--- src/spi_clkstop_pkg.sv ---
// Purpose: shared constants and types for the clock-stop serial port
// Assumes: one 40 MHz processor clock; one processor cycle is the 2P unit
// Notes:   word length is fixed here; the divider width matches the control port
package spi_clkstop_pkg;

  localparam int WORD_BITS   = 8;
  localparam int BITCNT_W    = 4;
  localparam int DIV_W       = 8;
  localparam int TICKCNT_W   = 5;

  // clock-stop mode codes on clockStopMode
  localparam logic [1:0] STOP_NO_DELAY   = 2'h2;
  localparam logic [1:0] STOP_HALF_DELAY = 2'h3;

  // slave operation runs the sample-rate clock at half the processor clock
  localparam logic             SLAVE_SRC_SEL = 1'b1;
  localparam logic [DIV_W-1:0] SLAVE_DIVIDER = 8'h01;

  // shortest phase the divider can make, in processor cycles
  localparam logic [DIV_W-1:0] PHASE_MIN = 8'h01;

  // master frame phases, counted in divider phase ticks
  localparam logic [TICKCNT_W-1:0] LEAD_TICKS_FULL  = 5'h02;
  localparam logic [TICKCNT_W-1:0] LEAD_TICKS_IDLE  = 5'h01;
  localparam logic [TICKCNT_W-1:0] SHIFT_TICKS      = 5'h10;
  localparam logic [TICKCNT_W-1:0] TRAIL_TICKS_FULL = 5'h01;
  localparam logic [TICKCNT_W-1:0] TICK_ONE         = 5'h01;

  localparam logic [BITCNT_W-1:0] BITS_FULL = 4'h8;
  localparam logic [BITCNT_W-1:0] BIT_ONE   = 4'h1;

  // pin synchroniser lanes
  localparam int PIN_SCLK  = 0;
  localparam int PIN_TXFS  = 1;
  localparam int PIN_RXFS  = 2;
  localparam int PIN_RXD   = 3;
  localparam int PIN_COUNT = 4;

  typedef enum logic [1:0] {
    MS_IDLE,
    MS_LEAD,
    MS_SHIFT,
    MS_TRAIL
  } master_state_t;

endpackage

--- src/rate_divider.sv ---
// Purpose: sample-rate clock divider producing phase-end enable pulses
// Assumes: divider value is stable while run is high
// Notes:   a zero divider cannot give a one-cycle period, so it gives two
`timescale 1ns/100ps
module rate_divider (
  input  wire logic                              clk,
  input  wire logic                              rstn,
  input  wire logic                              run,
  input  wire logic                              startLevel,
  input  wire logic [spi_clkstop_pkg::DIV_W-1:0] divider,
  output logic                                   tick,
  output logic                                   level
);

  logic [spi_clkstop_pkg::DIV_W-1:0] cnt_r;
  logic                              level_r;
  wire                               evenDiv;
  wire  [spi_clkstop_pkg::DIV_W-1:0] halfDiv;
  wire  [spi_clkstop_pkg::DIV_W-1:0] halfLen;
  wire  [spi_clkstop_pkg::DIV_W-1:0] lowLen;
  wire  [spi_clkstop_pkg::DIV_W-1:0] highLen;
  wire  [spi_clkstop_pkg::DIV_W-1:0] rawLen;
  wire  [spi_clkstop_pkg::DIV_W-1:0] curLen;

  ////////////////////////////////////////////////////////////////////////////
  // phase lengths
  assign evenDiv = ~divider[0] & (|divider);
  assign halfDiv = divider >> 1;
  assign halfLen = halfDiv + {{(spi_clkstop_pkg::DIV_W-1){1'b0}}, divider[0]};
  assign lowLen  = evenDiv ? halfDiv : halfLen;
  assign highLen = evenDiv ? halfDiv + spi_clkstop_pkg::PHASE_MIN : halfLen;
  assign rawLen  = level_r ? highLen : lowLen;
  assign curLen  = (rawLen == '0) ? spi_clkstop_pkg::PHASE_MIN : rawLen;
  // period is (1 + divider) processor cycles, two cycles for a zero divider
  assign tick    = run & (cnt_r == curLen - spi_clkstop_pkg::PHASE_MIN);
  assign level   = level_r;

  ////////////////////////////////////////////////////////////////////////////
  // counter
  always_ff @(posedge clk or negedge rstn) begin
    if (!rstn) begin
      cnt_r   <= '0;
      level_r <= 1'b0;
    end else if (!run) begin
      cnt_r   <= '0;
      level_r <= startLevel;
    end else if (tick) begin
      cnt_r   <= '0;
      level_r <= ~level_r;
    end else begin
      cnt_r   <= cnt_r + spi_clkstop_pkg::PHASE_MIN;
    end
  end

endmodule // rate_divider

--- src/serial_port_spi_clock_stop.sv ---
// Purpose: clock-stop (SPI) mode of a buffered serial port, master or slave
// Assumes: control inputs are static while a frame is in flight
// Notes:   words are sent and received msb first, one word per frame
//
// Notes on behaviour
// - slave runs rate clock at half processor clock
// - master clock period is one plus divider cycles, two cycles at divider zero
// - even divider gives longer high than low phase
// - master inverts frame output into active-low enable
// - slave inverts active-low frame inputs before use
// - master drives clock and frame, receive directions in
// - slave takes clock and frames from outside
// - enable asserted before the first clock edge
// - mode 11 lead full period, trail one idle phase
// - mode 10 lead idle phase, trail full period
// - mode 10 polarity 1 samples rising, shifts falling
// - mode 10 slave releases data when enable rises
// - mode 11 releases data at edge after last bit
`timescale 1ns/100ps
module serial_port_spi_clock_stop (
  input  wire logic                                  clk,
  input  wire logic                                  rstn,
  input  wire logic [1:0]                            clockStopMode,
  input  wire logic                                  txClockPolarity,
  input  wire logic                                  rateClockSourceSel,
  input  wire logic [spi_clkstop_pkg::DIV_W-1:0]     rateClockDivider,
  input  wire logic                                  rxFramePolarity,
  input  wire logic                                  txFramePolarity,
  input  wire logic                                  txClockDirection,
  input  wire logic                                  txFrameDirection,
  input  wire logic                                  rxClockDirection,
  input  wire logic                                  rxFrameDirection,
  input  wire logic [spi_clkstop_pkg::WORD_BITS-1:0] txData,
  input  wire logic                                  txValid,
  output logic                                       txReady,
  output logic [spi_clkstop_pkg::WORD_BITS-1:0]      rxData,
  output logic                                       rxValid,
  output logic                                       busy,
  output logic                                       configError,
  input  wire logic                                  txSerialClockPinIn,
  output logic                                       txSerialClockPinOut,
  output logic                                       txSerialClockPinOe,
  input  wire logic                                  txFrameSyncPinIn,
  output logic                                       txFrameSyncPinOut,
  output logic                                       txFrameSyncPinOe,
  input  wire logic                                  rxFrameSyncPinIn,
  input  wire logic                                  rxSerialDataPinIn,
  output logic                                       txSerialDataPinOut,
  output logic                                       txSerialDataPinOe
);

  localparam int WB = spi_clkstop_pkg::WORD_BITS;
  localparam int PC = spi_clkstop_pkg::PIN_COUNT;

  ////////////////////////////////////////////////////////////////////////////
  // declarations
  spi_clkstop_pkg::master_state_t     state_r;
  spi_clkstop_pkg::master_state_t     state_nxt;
  logic [spi_clkstop_pkg::TICKCNT_W-1:0] tickCnt_r;
  logic [spi_clkstop_pkg::TICKCNT_W-1:0] tickCnt_nxt;
  logic [PC-1:0]                      pinSync1_r;
  logic [PC-1:0]                      pinSync2_r;
  logic [PC-1:0]                      pinSync3_r;
  logic [PC-1:0]                      pinFilt_r;
  logic                               slvClk_r;
  logic                               slvTxFrame_r;
  logic                               slvRxFrame_r;
  logic                               frameOn_r;
  logic [WB-1:0]                      txHold_r;
  logic                               txHoldFull_r;
  logic [WB-1:0]                      txShift_r;
  logic [WB-1:0]                      rxShift_r;
  logic [spi_clkstop_pkg::BITCNT_W-1:0] bitCnt_r;
  logic                               pendShift_r;
  logic                               txDone_r;
  logic [WB-1:0]                      rxData_r;
  logic                               rxValid_r;
  logic                               configError_r;
  logic                               divTick;
  logic                               divLevel;

  wire                                stopOn;
  wire                                halfDelay;
  wire                                masterCfg;
  wire                                slaveCfg;
  wire                                masterMode;
  wire                                slaveMode;
  wire                                idleLevel;
  wire                                activeLevel;
  wire [spi_clkstop_pkg::DIV_W-1:0]   divUsed;
  wire                                divRun;
  wire                                divStart;
  wire                                masterFrame;
  wire                                masterStart;
  wire [spi_clkstop_pkg::TICKCNT_W-1:0] leadTicks;
  wire                                lastTick;
  wire                                mActEdge;
  wire                                mIdleEdge;
  wire                                rateStrobe;
  wire                                slvClkRise;
  wire                                slvClkChange;
  wire                                sActEdge;
  wire                                sIdleEdge;
  wire                                txFrameInt;
  wire                                rxFrameInt;
  wire                                frameOn;
  wire                                frameStart;
  wire                                frameEnd;
  wire                                rxFrameOk;
  wire                                activeEdge;
  wire                                idleEdge;
  wire                                sampleEdge;
  wire                                changeEdge;
  wire                                bitsFull;
  wire                                rxBit;
  wire                                holdTake;

  ////////////////////////////////////////////////////////////////////////////
  // mode decode
  assign stopOn      = (clockStopMode == spi_clkstop_pkg::STOP_NO_DELAY) |
                       (clockStopMode == spi_clkstop_pkg::STOP_HALF_DELAY);
  assign halfDelay   = (clockStopMode == spi_clkstop_pkg::STOP_HALF_DELAY);
  assign masterCfg   = txClockDirection & txFrameDirection &
                       ~rxClockDirection & ~rxFrameDirection;
  assign slaveCfg    = ~txClockDirection & ~txFrameDirection &
                       ~rxClockDirection & ~rxFrameDirection;
  assign masterMode  = stopOn & masterCfg;
  // a slave needs the internal half-rate sample clock to keep its edge timing
  assign slaveMode   = stopOn & slaveCfg &
                       (rateClockSourceSel == spi_clkstop_pkg::SLAVE_SRC_SEL);
  assign idleLevel   = txClockPolarity;
  assign activeLevel = ~txClockPolarity;

  ////////////////////////////////////////////////////////////////////////////
  // sample-rate clock
  assign divUsed  = slaveMode ? spi_clkstop_pkg::SLAVE_DIVIDER : rateClockDivider;
  assign divRun   = slaveMode | (masterMode & (state_r != spi_clkstop_pkg::MS_IDLE));
  // mode 11 opens with an active-length phase so the first edge lands at one period
  assign divStart = slaveMode ? 1'b0 : (halfDelay ? activeLevel : idleLevel);

  rate_divider u_rate_divider (
    .clk        (clk),
    .rstn       (rstn),
    .run        (divRun),
    .startLevel (divStart),
    .divider    (divUsed),
    .tick       (divTick),
    .level      (divLevel)
  );

  ////////////////////////////////////////////////////////////////////////////
  // master frame sequencing
  assign masterStart = masterMode & txHoldFull_r & ~frameOn_r;
  assign leadTicks   = halfDelay ? spi_clkstop_pkg::LEAD_TICKS_FULL
                                 : spi_clkstop_pkg::LEAD_TICKS_IDLE;
  assign lastTick    = divTick & (tickCnt_r == leadTicks - spi_clkstop_pkg::TICK_ONE);

  always_comb begin
    state_nxt   = state_r;
    tickCnt_nxt = tickCnt_r;
    case (state_r)
      spi_clkstop_pkg::MS_IDLE: begin
        tickCnt_nxt = '0;
        if (masterStart) begin
          state_nxt = spi_clkstop_pkg::MS_LEAD;
        end
      end
      spi_clkstop_pkg::MS_LEAD: begin
        if (divTick) begin
          tickCnt_nxt = tickCnt_r + spi_clkstop_pkg::TICK_ONE;
        end
        if (lastTick) begin
          tickCnt_nxt = '0;
          state_nxt   = spi_clkstop_pkg::MS_SHIFT;
        end
      end
      spi_clkstop_pkg::MS_SHIFT: begin
        if (divTick) begin
          tickCnt_nxt = tickCnt_r + spi_clkstop_pkg::TICK_ONE;
          if (tickCnt_r == spi_clkstop_pkg::SHIFT_TICKS - spi_clkstop_pkg::TICK_ONE) begin
            tickCnt_nxt = '0;
            // mode 11 ends with the last idle phase, mode 10 adds a phase
            state_nxt   = halfDelay ? spi_clkstop_pkg::MS_IDLE
                                    : spi_clkstop_pkg::MS_TRAIL;
          end
        end
      end
      spi_clkstop_pkg::MS_TRAIL: begin
        if (divTick) begin
          tickCnt_nxt = tickCnt_r + spi_clkstop_pkg::TICK_ONE;
          if (tickCnt_r == spi_clkstop_pkg::TRAIL_TICKS_FULL - spi_clkstop_pkg::TICK_ONE) begin
            tickCnt_nxt = '0;
            state_nxt   = spi_clkstop_pkg::MS_IDLE;
          end
        end
      end
      default: begin
        state_nxt   = spi_clkstop_pkg::MS_IDLE;
        tickCnt_nxt = '0;
      end
    endcase
    if (!masterMode) begin
      state_nxt   = spi_clkstop_pkg::MS_IDLE;
      tickCnt_nxt = '0;
    end
  end

  always_ff @(posedge clk or negedge rstn) begin
    if (!rstn) begin
      state_r   <= spi_clkstop_pkg::MS_IDLE;
      tickCnt_r <= '0;
    end else begin
      state_r   <= state_nxt;
      tickCnt_r <= tickCnt_nxt;
    end
  end

  assign masterFrame = (state_r != spi_clkstop_pkg::MS_IDLE);
  assign mActEdge  = (state_r == spi_clkstop_pkg::MS_LEAD) & lastTick |
                     (state_r == spi_clkstop_pkg::MS_SHIFT) & divTick &
                     (divLevel == idleLevel) &
                     (tickCnt_r != spi_clkstop_pkg::SHIFT_TICKS - spi_clkstop_pkg::TICK_ONE);
  assign mIdleEdge = (state_r == spi_clkstop_pkg::MS_SHIFT) & divTick &
                     (divLevel == activeLevel);

  ////////////////////////////////////////////////////////////////////////////
  // pin synchronisers, a change counts once stages two and three agree
  always_ff @(posedge clk or negedge rstn) begin
    if (!rstn) begin
      pinSync1_r <= '0;
      pinSync2_r <= '0;
      pinSync3_r <= '0;
      pinFilt_r  <= '0;
    end else begin
      pinSync1_r <= {rxSerialDataPinIn, rxFrameSyncPinIn, txFrameSyncPinIn, txSerialClockPinIn};
      pinSync2_r <= pinSync1_r;
      pinSync3_r <= pinSync2_r;
      pinFilt_r  <= (pinSync2_r & pinSync3_r) | (pinFilt_r & (pinSync2_r | pinSync3_r));
    end
  end

  ////////////////////////////////////////////////////////////////////////////
  // slave edge and frame detection on the half-rate strobe
  assign rateStrobe   = slaveMode & divTick & divLevel;
  assign txFrameInt   = pinFilt_r[spi_clkstop_pkg::PIN_TXFS] ^ txFramePolarity;
  assign rxFrameInt   = pinFilt_r[spi_clkstop_pkg::PIN_RXFS] ^ rxFramePolarity;
  assign slvClkChange = rateStrobe & (pinFilt_r[spi_clkstop_pkg::PIN_SCLK] != slvClk_r);
  assign slvClkRise   = pinFilt_r[spi_clkstop_pkg::PIN_SCLK];
  assign sActEdge     = slvClkChange & (slvClkRise == activeLevel) & slvTxFrame_r;
  assign sIdleEdge    = slvClkChange & (slvClkRise == idleLevel) & slvTxFrame_r;

  always_ff @(posedge clk or negedge rstn) begin
    if (!rstn) begin
      slvClk_r     <= 1'b0;
      slvTxFrame_r <= 1'b0;
      slvRxFrame_r <= 1'b0;
    end else if (rateStrobe) begin
      slvClk_r     <= pinFilt_r[spi_clkstop_pkg::PIN_SCLK];
      slvTxFrame_r <= txFrameInt;
      slvRxFrame_r <= rxFrameInt;
    end else if (!slaveMode) begin
      slvTxFrame_r <= 1'b0;
      slvRxFrame_r <= 1'b0;
    end
  end

  ////////////////////////////////////////////////////////////////////////////
  // common bit engine
  assign frameOn    = masterMode ? masterFrame : slvTxFrame_r;
  assign frameStart = frameOn & ~frameOn_r;
  assign frameEnd   = ~frameOn & frameOn_r;
  assign rxFrameOk  = masterMode | slvRxFrame_r;
  assign activeEdge = masterMode ? mActEdge : sActEdge;
  assign idleEdge   = masterMode ? mIdleEdge : sIdleEdge;
  // mode 11 samples on the active edge, mode 10 on the idle edge
  assign sampleEdge = (halfDelay ? activeEdge : idleEdge) & rxFrameOk;
  assign changeEdge = halfDelay ? idleEdge : activeEdge;
  assign bitsFull   = (bitCnt_r == spi_clkstop_pkg::BITS_FULL);
  // rx data reaches us through the synchroniser, so a fast divider costs margin
  assign rxBit      = pinFilt_r[spi_clkstop_pkg::PIN_RXD];
  assign holdTake   = txValid & txReady;

  always_ff @(posedge clk or negedge rstn) begin
    if (!rstn) begin
      txHold_r     <= '0;
      txHoldFull_r <= 1'b0;
    end else if (holdTake) begin
      txHold_r     <= txData;
      txHoldFull_r <= 1'b1;
    end else if (frameStart | ~stopOn) begin
      txHoldFull_r <= 1'b0;
    end
  end

  always_ff @(posedge clk or negedge rstn) begin
    if (!rstn) begin
      frameOn_r   <= 1'b0;
      txShift_r   <= '0;
      pendShift_r <= 1'b0;
      txDone_r    <= 1'b0;
    end else begin
      frameOn_r <= frameOn;
      if (frameStart) begin
        txShift_r   <= txHold_r;
        pendShift_r <= 1'b0;
        txDone_r    <= 1'b0;
      end else if (changeEdge & pendShift_r) begin
        pendShift_r <= 1'b0;
        if (bitsFull) begin
          txDone_r  <= 1'b1;
        end else begin
          txShift_r <= txShift_r << 1;
        end
      end else if (sampleEdge) begin
        pendShift_r <= 1'b1;
      end
    end
  end

  always_ff @(posedge clk or negedge rstn) begin
    if (!rstn) begin
      rxShift_r <= '0;
      bitCnt_r  <= '0;
      rxData_r  <= '0;
      rxValid_r <= 1'b0;
    end else begin
      rxValid_r <= 1'b0;
      if (frameStart) begin
        bitCnt_r <= '0;
      end else if (sampleEdge & ~bitsFull) begin
        rxShift_r <= {rxShift_r[WB-2:0], rxBit};
        bitCnt_r  <= bitCnt_r + spi_clkstop_pkg::BIT_ONE;
      end
      if (frameEnd & bitsFull) begin
        rxData_r  <= rxShift_r;
        rxValid_r <= 1'b1;
      end
    end
  end

  always_ff @(posedge clk or negedge rstn) begin
    if (!rstn) begin
      configError_r <= 1'b0;
    end else begin
      configError_r <= stopOn & ~masterMode & ~slaveMode;
    end
  end

  ////////////////////////////////////////////////////////////////////////////
  // pins and user side
  assign txSerialClockPinOe  = masterMode;
  assign txSerialClockPinOut = (state_r == spi_clkstop_pkg::MS_SHIFT) ? divLevel
                                                                      : idleLevel;
  assign txFrameSyncPinOe    = masterMode;
  assign txFrameSyncPinOut   = masterFrame ^ txFramePolarity;
  assign txSerialDataPinOut  = txShift_r[WB-1];
  // a frame end always floats the line, which is the only release in mode 10
  assign txSerialDataPinOe   = frameOn & frameOn_r & ~txDone_r;
  assign txReady             = stopOn & ~txHoldFull_r;
  assign rxData              = rxData_r;
  assign rxValid             = rxValid_r;
  assign busy                = frameOn_r;
  assign configError         = configError_r;

endmodule // serial_port_spi_clock_stop

--- config.mk ---
export PLATFORM = sky130hd
export DESIGN_NAME = serial_port_spi_clock_stop
export DESIGN_NICKNAME = d
export VERILOG_FILES = /design/src/spi_clkstop_pkg.sv /design/src/rate_divider.sv /design/src/serial_port_spi_clock_stop.sv
export SDC_FILE = /design/constraint.sdc
export NUM_CORES = 1
export LEC_CHECK = 0
export BUFFER_PORTS_ARGS = -buffer_cell sky130_fd_sc_hd__clkbuf_2
export CELL_PAD_IN_SITES_DETAIL_PLACEMENT = 0
export CELL_PAD_IN_SITES_GLOBAL_PLACEMENT = 1
export CORE_MARGIN = 2
export CORE_UTILIZATION = 41
export DETAILED_ROUTE_END_ITERATION = 16
export PLACE_DENSITY = 0.75
export SLEW_MARGIN = 20
export SYNTH_ARGS = -nofsm -noshare
export SYNTH_HDL_FRONTEND = slang
export SYNTH_SLANG_ARGS = --single-unit
--- constraint.sdc ---
create_clock -name clk -period 3.57 [get_ports clk]
set_input_delay 0.357 -clock clk [delete_from_list [all_inputs] [get_ports clk]]
set_output_delay 0.357 -clock clk [all_outputs]
set_load 0.03 [all_outputs]
==> flow_metrics.tcl <==
set metrics [dict create \
    result_of_the_run "finished with violations" \
    violations "negative setup slack" \
    io_pins 51 \
    layout_worst_path_cycle_share_pct 102 \
    p_int_mw 1.45 \
    dr_drc_count 0 \
    dpl_cell_area_sq_um 5370 \
    ys.warnings.count 0 \
    preCtsSetupSlack_ps -513 \
    cts_buffers 9 \
    final.min_clock_period_ps 3640 \
    initial_core_util_pct 41.6 \
    worstMarginPinSlew_ps 988 \
    placementRows 38 \
    timing.hold.ws_ps 104 \
    globalRoute.totalOverflow 0 \
    postSynthCellCount 460 \
    synth_top_cell_area_share_pct 43.1 \
    placed_cells_incl_taps 686 \
    nets 613 \
    antenna_found_initial 0 \
    grt_pass1_vias 3926 \
    comb_power_share_pct 20.2 \
    grt_first_pass_wirelength_um 19300 \
    detailedRoute.firstIterationViolations 225 \
    total_half_perimeter_wirelength_after_legalization_and_detailed_placement_um 8200 \
    async_reset_ff_share_pct 100 \
    critPathLaunchType "primary input" \
    drive_above_1_share_pct 37.3 \
    cap_violations 0 \
    critical_path_required_ps 3820 \
    achievable-frequency_ghz 0.275 \
    power_leakage_nw 2.66 \
    final_cell_count_no_fill 714 \
    clkPwrFrac_pct 33.4 \
    critical-path-slowest-cell "sky130_fd_sc_hd__a311o_2" \
    drv_slew 0 \
    clk_path_buf_depth 2 \
    synth_enable_flop_cells 0 \
    worst_ep_arrival_time_ps 3890 \
    areaGrowthSynthToFinish_pct 31.8 \
    seq_area_frac_synth_pct 43.1 \
    root_buffer "sky130_fd_sc_hd__clkbuf_8" \
    worstSetupEndpointType "flop" \
    clk_pin_slew_ps 80 \
    die_footprint_sq_um 11800 \
    synth.area.top_cells "sky130_fd_sc_hd__dfrtp_1 (43%), sky130_fd_sc_hd__mux2_2 (4.8%), sky130_fd_sc_hd__nand2_1 (4.3%)" \
    worst-path-buf-inv 2 \
    pwr_density_cell_nw_per_um2 344 \
    path_delay_family "simple AND/OR/NAND/NOR gates" \
    level_count_of_the_clock_h_tree 3 \
    final_instance_area_sq_um 5900 \
    report.final.setup_viol 28 \
    worstPathMaxFanout 8 \
    grtUsageTotal_pct 21.0 \
    detailroute.via_count 3950 \
    synth-seq-cells 77 \
    power.sequential.fraction_pct 46.4 \
    clock_latency_on_the_worst_skew_pair_ps 360 \
    min_path_type "primary input to flop" \
    postSynth.topFlopCell "sky130_fd_sc_hd__dfrtp_1" \
    routed_wire_length_per_instance_um 16.2 \
    firstDrtPassIters 4 \
    cts_hold_buf 0 \
    timing.max_slew.rel_slack_pct 34.1 \
    crit_path_cell_trace "buf_8 > nor3b_4 > nand2_2 > nand2_2 > ha_2 > nor3b_4 > a21oi_4 > mux2i_2 > a31oi_2 > a41oi_2 > ha_2 > nor2b_4 > nor2b_4 > o21ai_1 > a311o_2 > nor4_4 > buf_12 > mux2_4" \
    final_core_utilization_pct 54.9 \
    worst_path_largest_cell_delay_ps 460 \
    design_power_total_mw 2.03 \
    synth_cell_type_count 73 \
    floorplan.die.width_um 108 \
    timing.final.hold_violations 0 \
    detail_route.vias_per_cell 5.53 \
    diodes 0 \
    cts_tree "yes" \
    gp_routability_congestion 0.880 \
    placement.io_buffers 50 \
    core_area_sq_um 10700 \
    die_h_um 108 \
    switchingPower_uw 581 \
    irDropWorstVdd_mv 0.285 \
    fin_tns_setup_ps -1120 \
    finalClockSkew_ps 11.7 \
    netSwitchingFraction_pct 28.6 \
    finalWorstSetupSlack_ps -72.9 \
    netlist.top_cell.by_area "sky130_fd_sc_hd__dfrtp_1" \
    grt_max_degree 78 \
    worstSetupPathType "primary input to flop" \
    clock_sink_count 77 \
    rsz0062_at_grt "true" \
    synth_nets 504 \
    detail-route-antenna-nets 0 \
    routed_wl_um 11600 \
    syn_area_sq_um 4470 \
    syn_avg_cell_area_sq_um 9.72 \
]
-- flip-flops by register name, summed over array words and instances, names as in the netlist, 4 cells and up --
name                  count
bitCnt_r                  4
pinFilt_r                 4
pinSync1_r                4
pinSync2_r                4
pinSync3_r                4
rxData                    8
rxShift_r                 8
tickCnt_r                 5
txHold_r                  8
txShift_r                 8
u_rate_divider.cnt_r      8
-- area by class of cell --
type | instances | area [sq um]
fillers | 990 | 4850
multi-input cells | 343 | 2690
flip-flops and latches | 77 | 1930
repair buffers | 121 | 841
well taps | 140 | 175
clock buffers | 11 | 141
inverters | 17 | 63.8
clock inverters | 5 | 57.6
-- kinds of logic after synthesis --
family / synth area share (%)
xor+xnor: 4.48
buf+inv: 3.78
fa+ha+maj: 3.97
simple gates: 22.2
mux: 7.58
flops: 43.1
compound gates: 14.9
-- routing by layer --
| metal | global-route usage (%) | vias up | wire length (um) |
|---|---|---|---|
| met3 | 4.22 | 19 | 477 |
| met2 | 34.2 | 90 | 5690 |
| li1 | - | 1899 | - |
| met4 | 7.42 | 0 | 215 |
| met5 | 0 | - | 0 |
| met1 | 27.9 | 1942 | 5220 |
-- cells in the mapped netlist (12+ instances only) --
| library cell | number |
|---|---|
| sky130_fd_sc_hd__and3_1 | 14 |
| sky130_fd_sc_hd__inv_1 | 16 |
| sky130_fd_sc_hd__nand2_1 | 51 |
| sky130_fd_sc_hd__nor2_1 | 27 |
| sky130_fd_sc_hd__a21oi_1 | 24 |
| sky130_fd_sc_hd__nor3_1 | 12 |
| sky130_fd_sc_hd__mux2_2 | 19 |
| sky130_fd_sc_hd__clkbuf_1 | 13 |
| sky130_fd_sc_hd__nand4_1 | 15 |
| sky130_fd_sc_hd__nand3_1 | 16 |
| sky130_fd_sc_hd__dfrtp_1 | 77 |
-- path summary, 6_finish.rpt --
check	startpoint	endpoint	slack, ps	cells past startpoint
max	rxFrameDirection	rxShift_r[2]$_DFFE_PN0P_	-70	18
min	rxFrameSyncPinIn	pinSync1_r[2]$_DFF_PN0_	100	1
max reg2reg	u_rate_divider.level$_DFFE_PN0P_	rxShift_r[2]$_DFFE_PN0P_	150	12
min reg2reg	pinSync1_r[2]$_DFF_PN0_	pinSync2_r[2]$_DFF_PN0_	350	0
max in group asynchronous	rstn	state_r[0]$_DFFE_PN0P_	2770	1
min in group asynchronous	rstn	u_rate_divider.cnt_r[7]$_DFF_PN0_	120	1
-- repair_timing --
item	in CTS	in global routing
buffers inserted	7	3
gates resized for setup	4	43
pin swaps	6	18
setup endpoints to repair	30	41
gates cloned	1	1
-- cell usage in the layout (no fill, tap or decap), types with 4 or more instances in the layout --
cell type,n
sky130_fd_sc_hd__nand2_1,50
sky130_fd_sc_hd__and3_1,13
sky130_fd_sc_hd__mux2_4,9
sky130_fd_sc_hd__nor3b_1,5
sky130_fd_sc_hd__a21oi_1,20
sky130_fd_sc_hd__clkbuf_8,10
sky130_fd_sc_hd__nor2_1,26
sky130_fd_sc_hd__maj3_1,4
sky130_fd_sc_hd__inv_1,15
sky130_fd_sc_hd__a41oi_2,5
sky130_fd_sc_hd__mux2_2,11
sky130_fd_sc_hd__mux2i_1,9
sky130_fd_sc_hd__o21ai_0,8
sky130_fd_sc_hd__a41oi_1,5
sky130_fd_sc_hd__a31oi_1,5
sky130_fd_sc_hd__nor3_1,12
sky130_fd_sc_hd__nand3_1,14
sky130_fd_sc_hd__a21oi_2,4
sky130_fd_sc_hd__clkbuf_2,47
sky130_fd_sc_hd__xor2_1,10
sky130_fd_sc_hd__nand3b_1,4
sky130_fd_sc_hd__nand2b_1,6
sky130_fd_sc_hd__dfrtp_1,77
sky130_fd_sc_hd__ha_1,8
sky130_fd_sc_hd__nor2b_1,5
sky130_fd_sc_hd__buf_4,64
sky130_fd_sc_hd__nand4_1,15
sky130_fd_sc_hd__xnor2_1,10
sky130_fd_sc_hd__buf_6,8
sky130_fd_sc_hd__o31ai_2,7
-- power by group through the flow --
| stage | clock (mW) | sequential (mW) | combinational, mW |
|---|---|---|---|
| floorplan | 0 | 0.953 | 0.201 |
| global placement | 0 | 0.957 | 0.347 |
| detailed placement | 0 | 0.958 | 0.355 |
| CTS | 0.695 | 0.941 | 0.368 |
| global route | 0.737 | 0.947 | 0.447 |
| finish | 0.678 | 0.942 | 0.409 |
No activity file was read; power rests on OpenSTA's default activity.
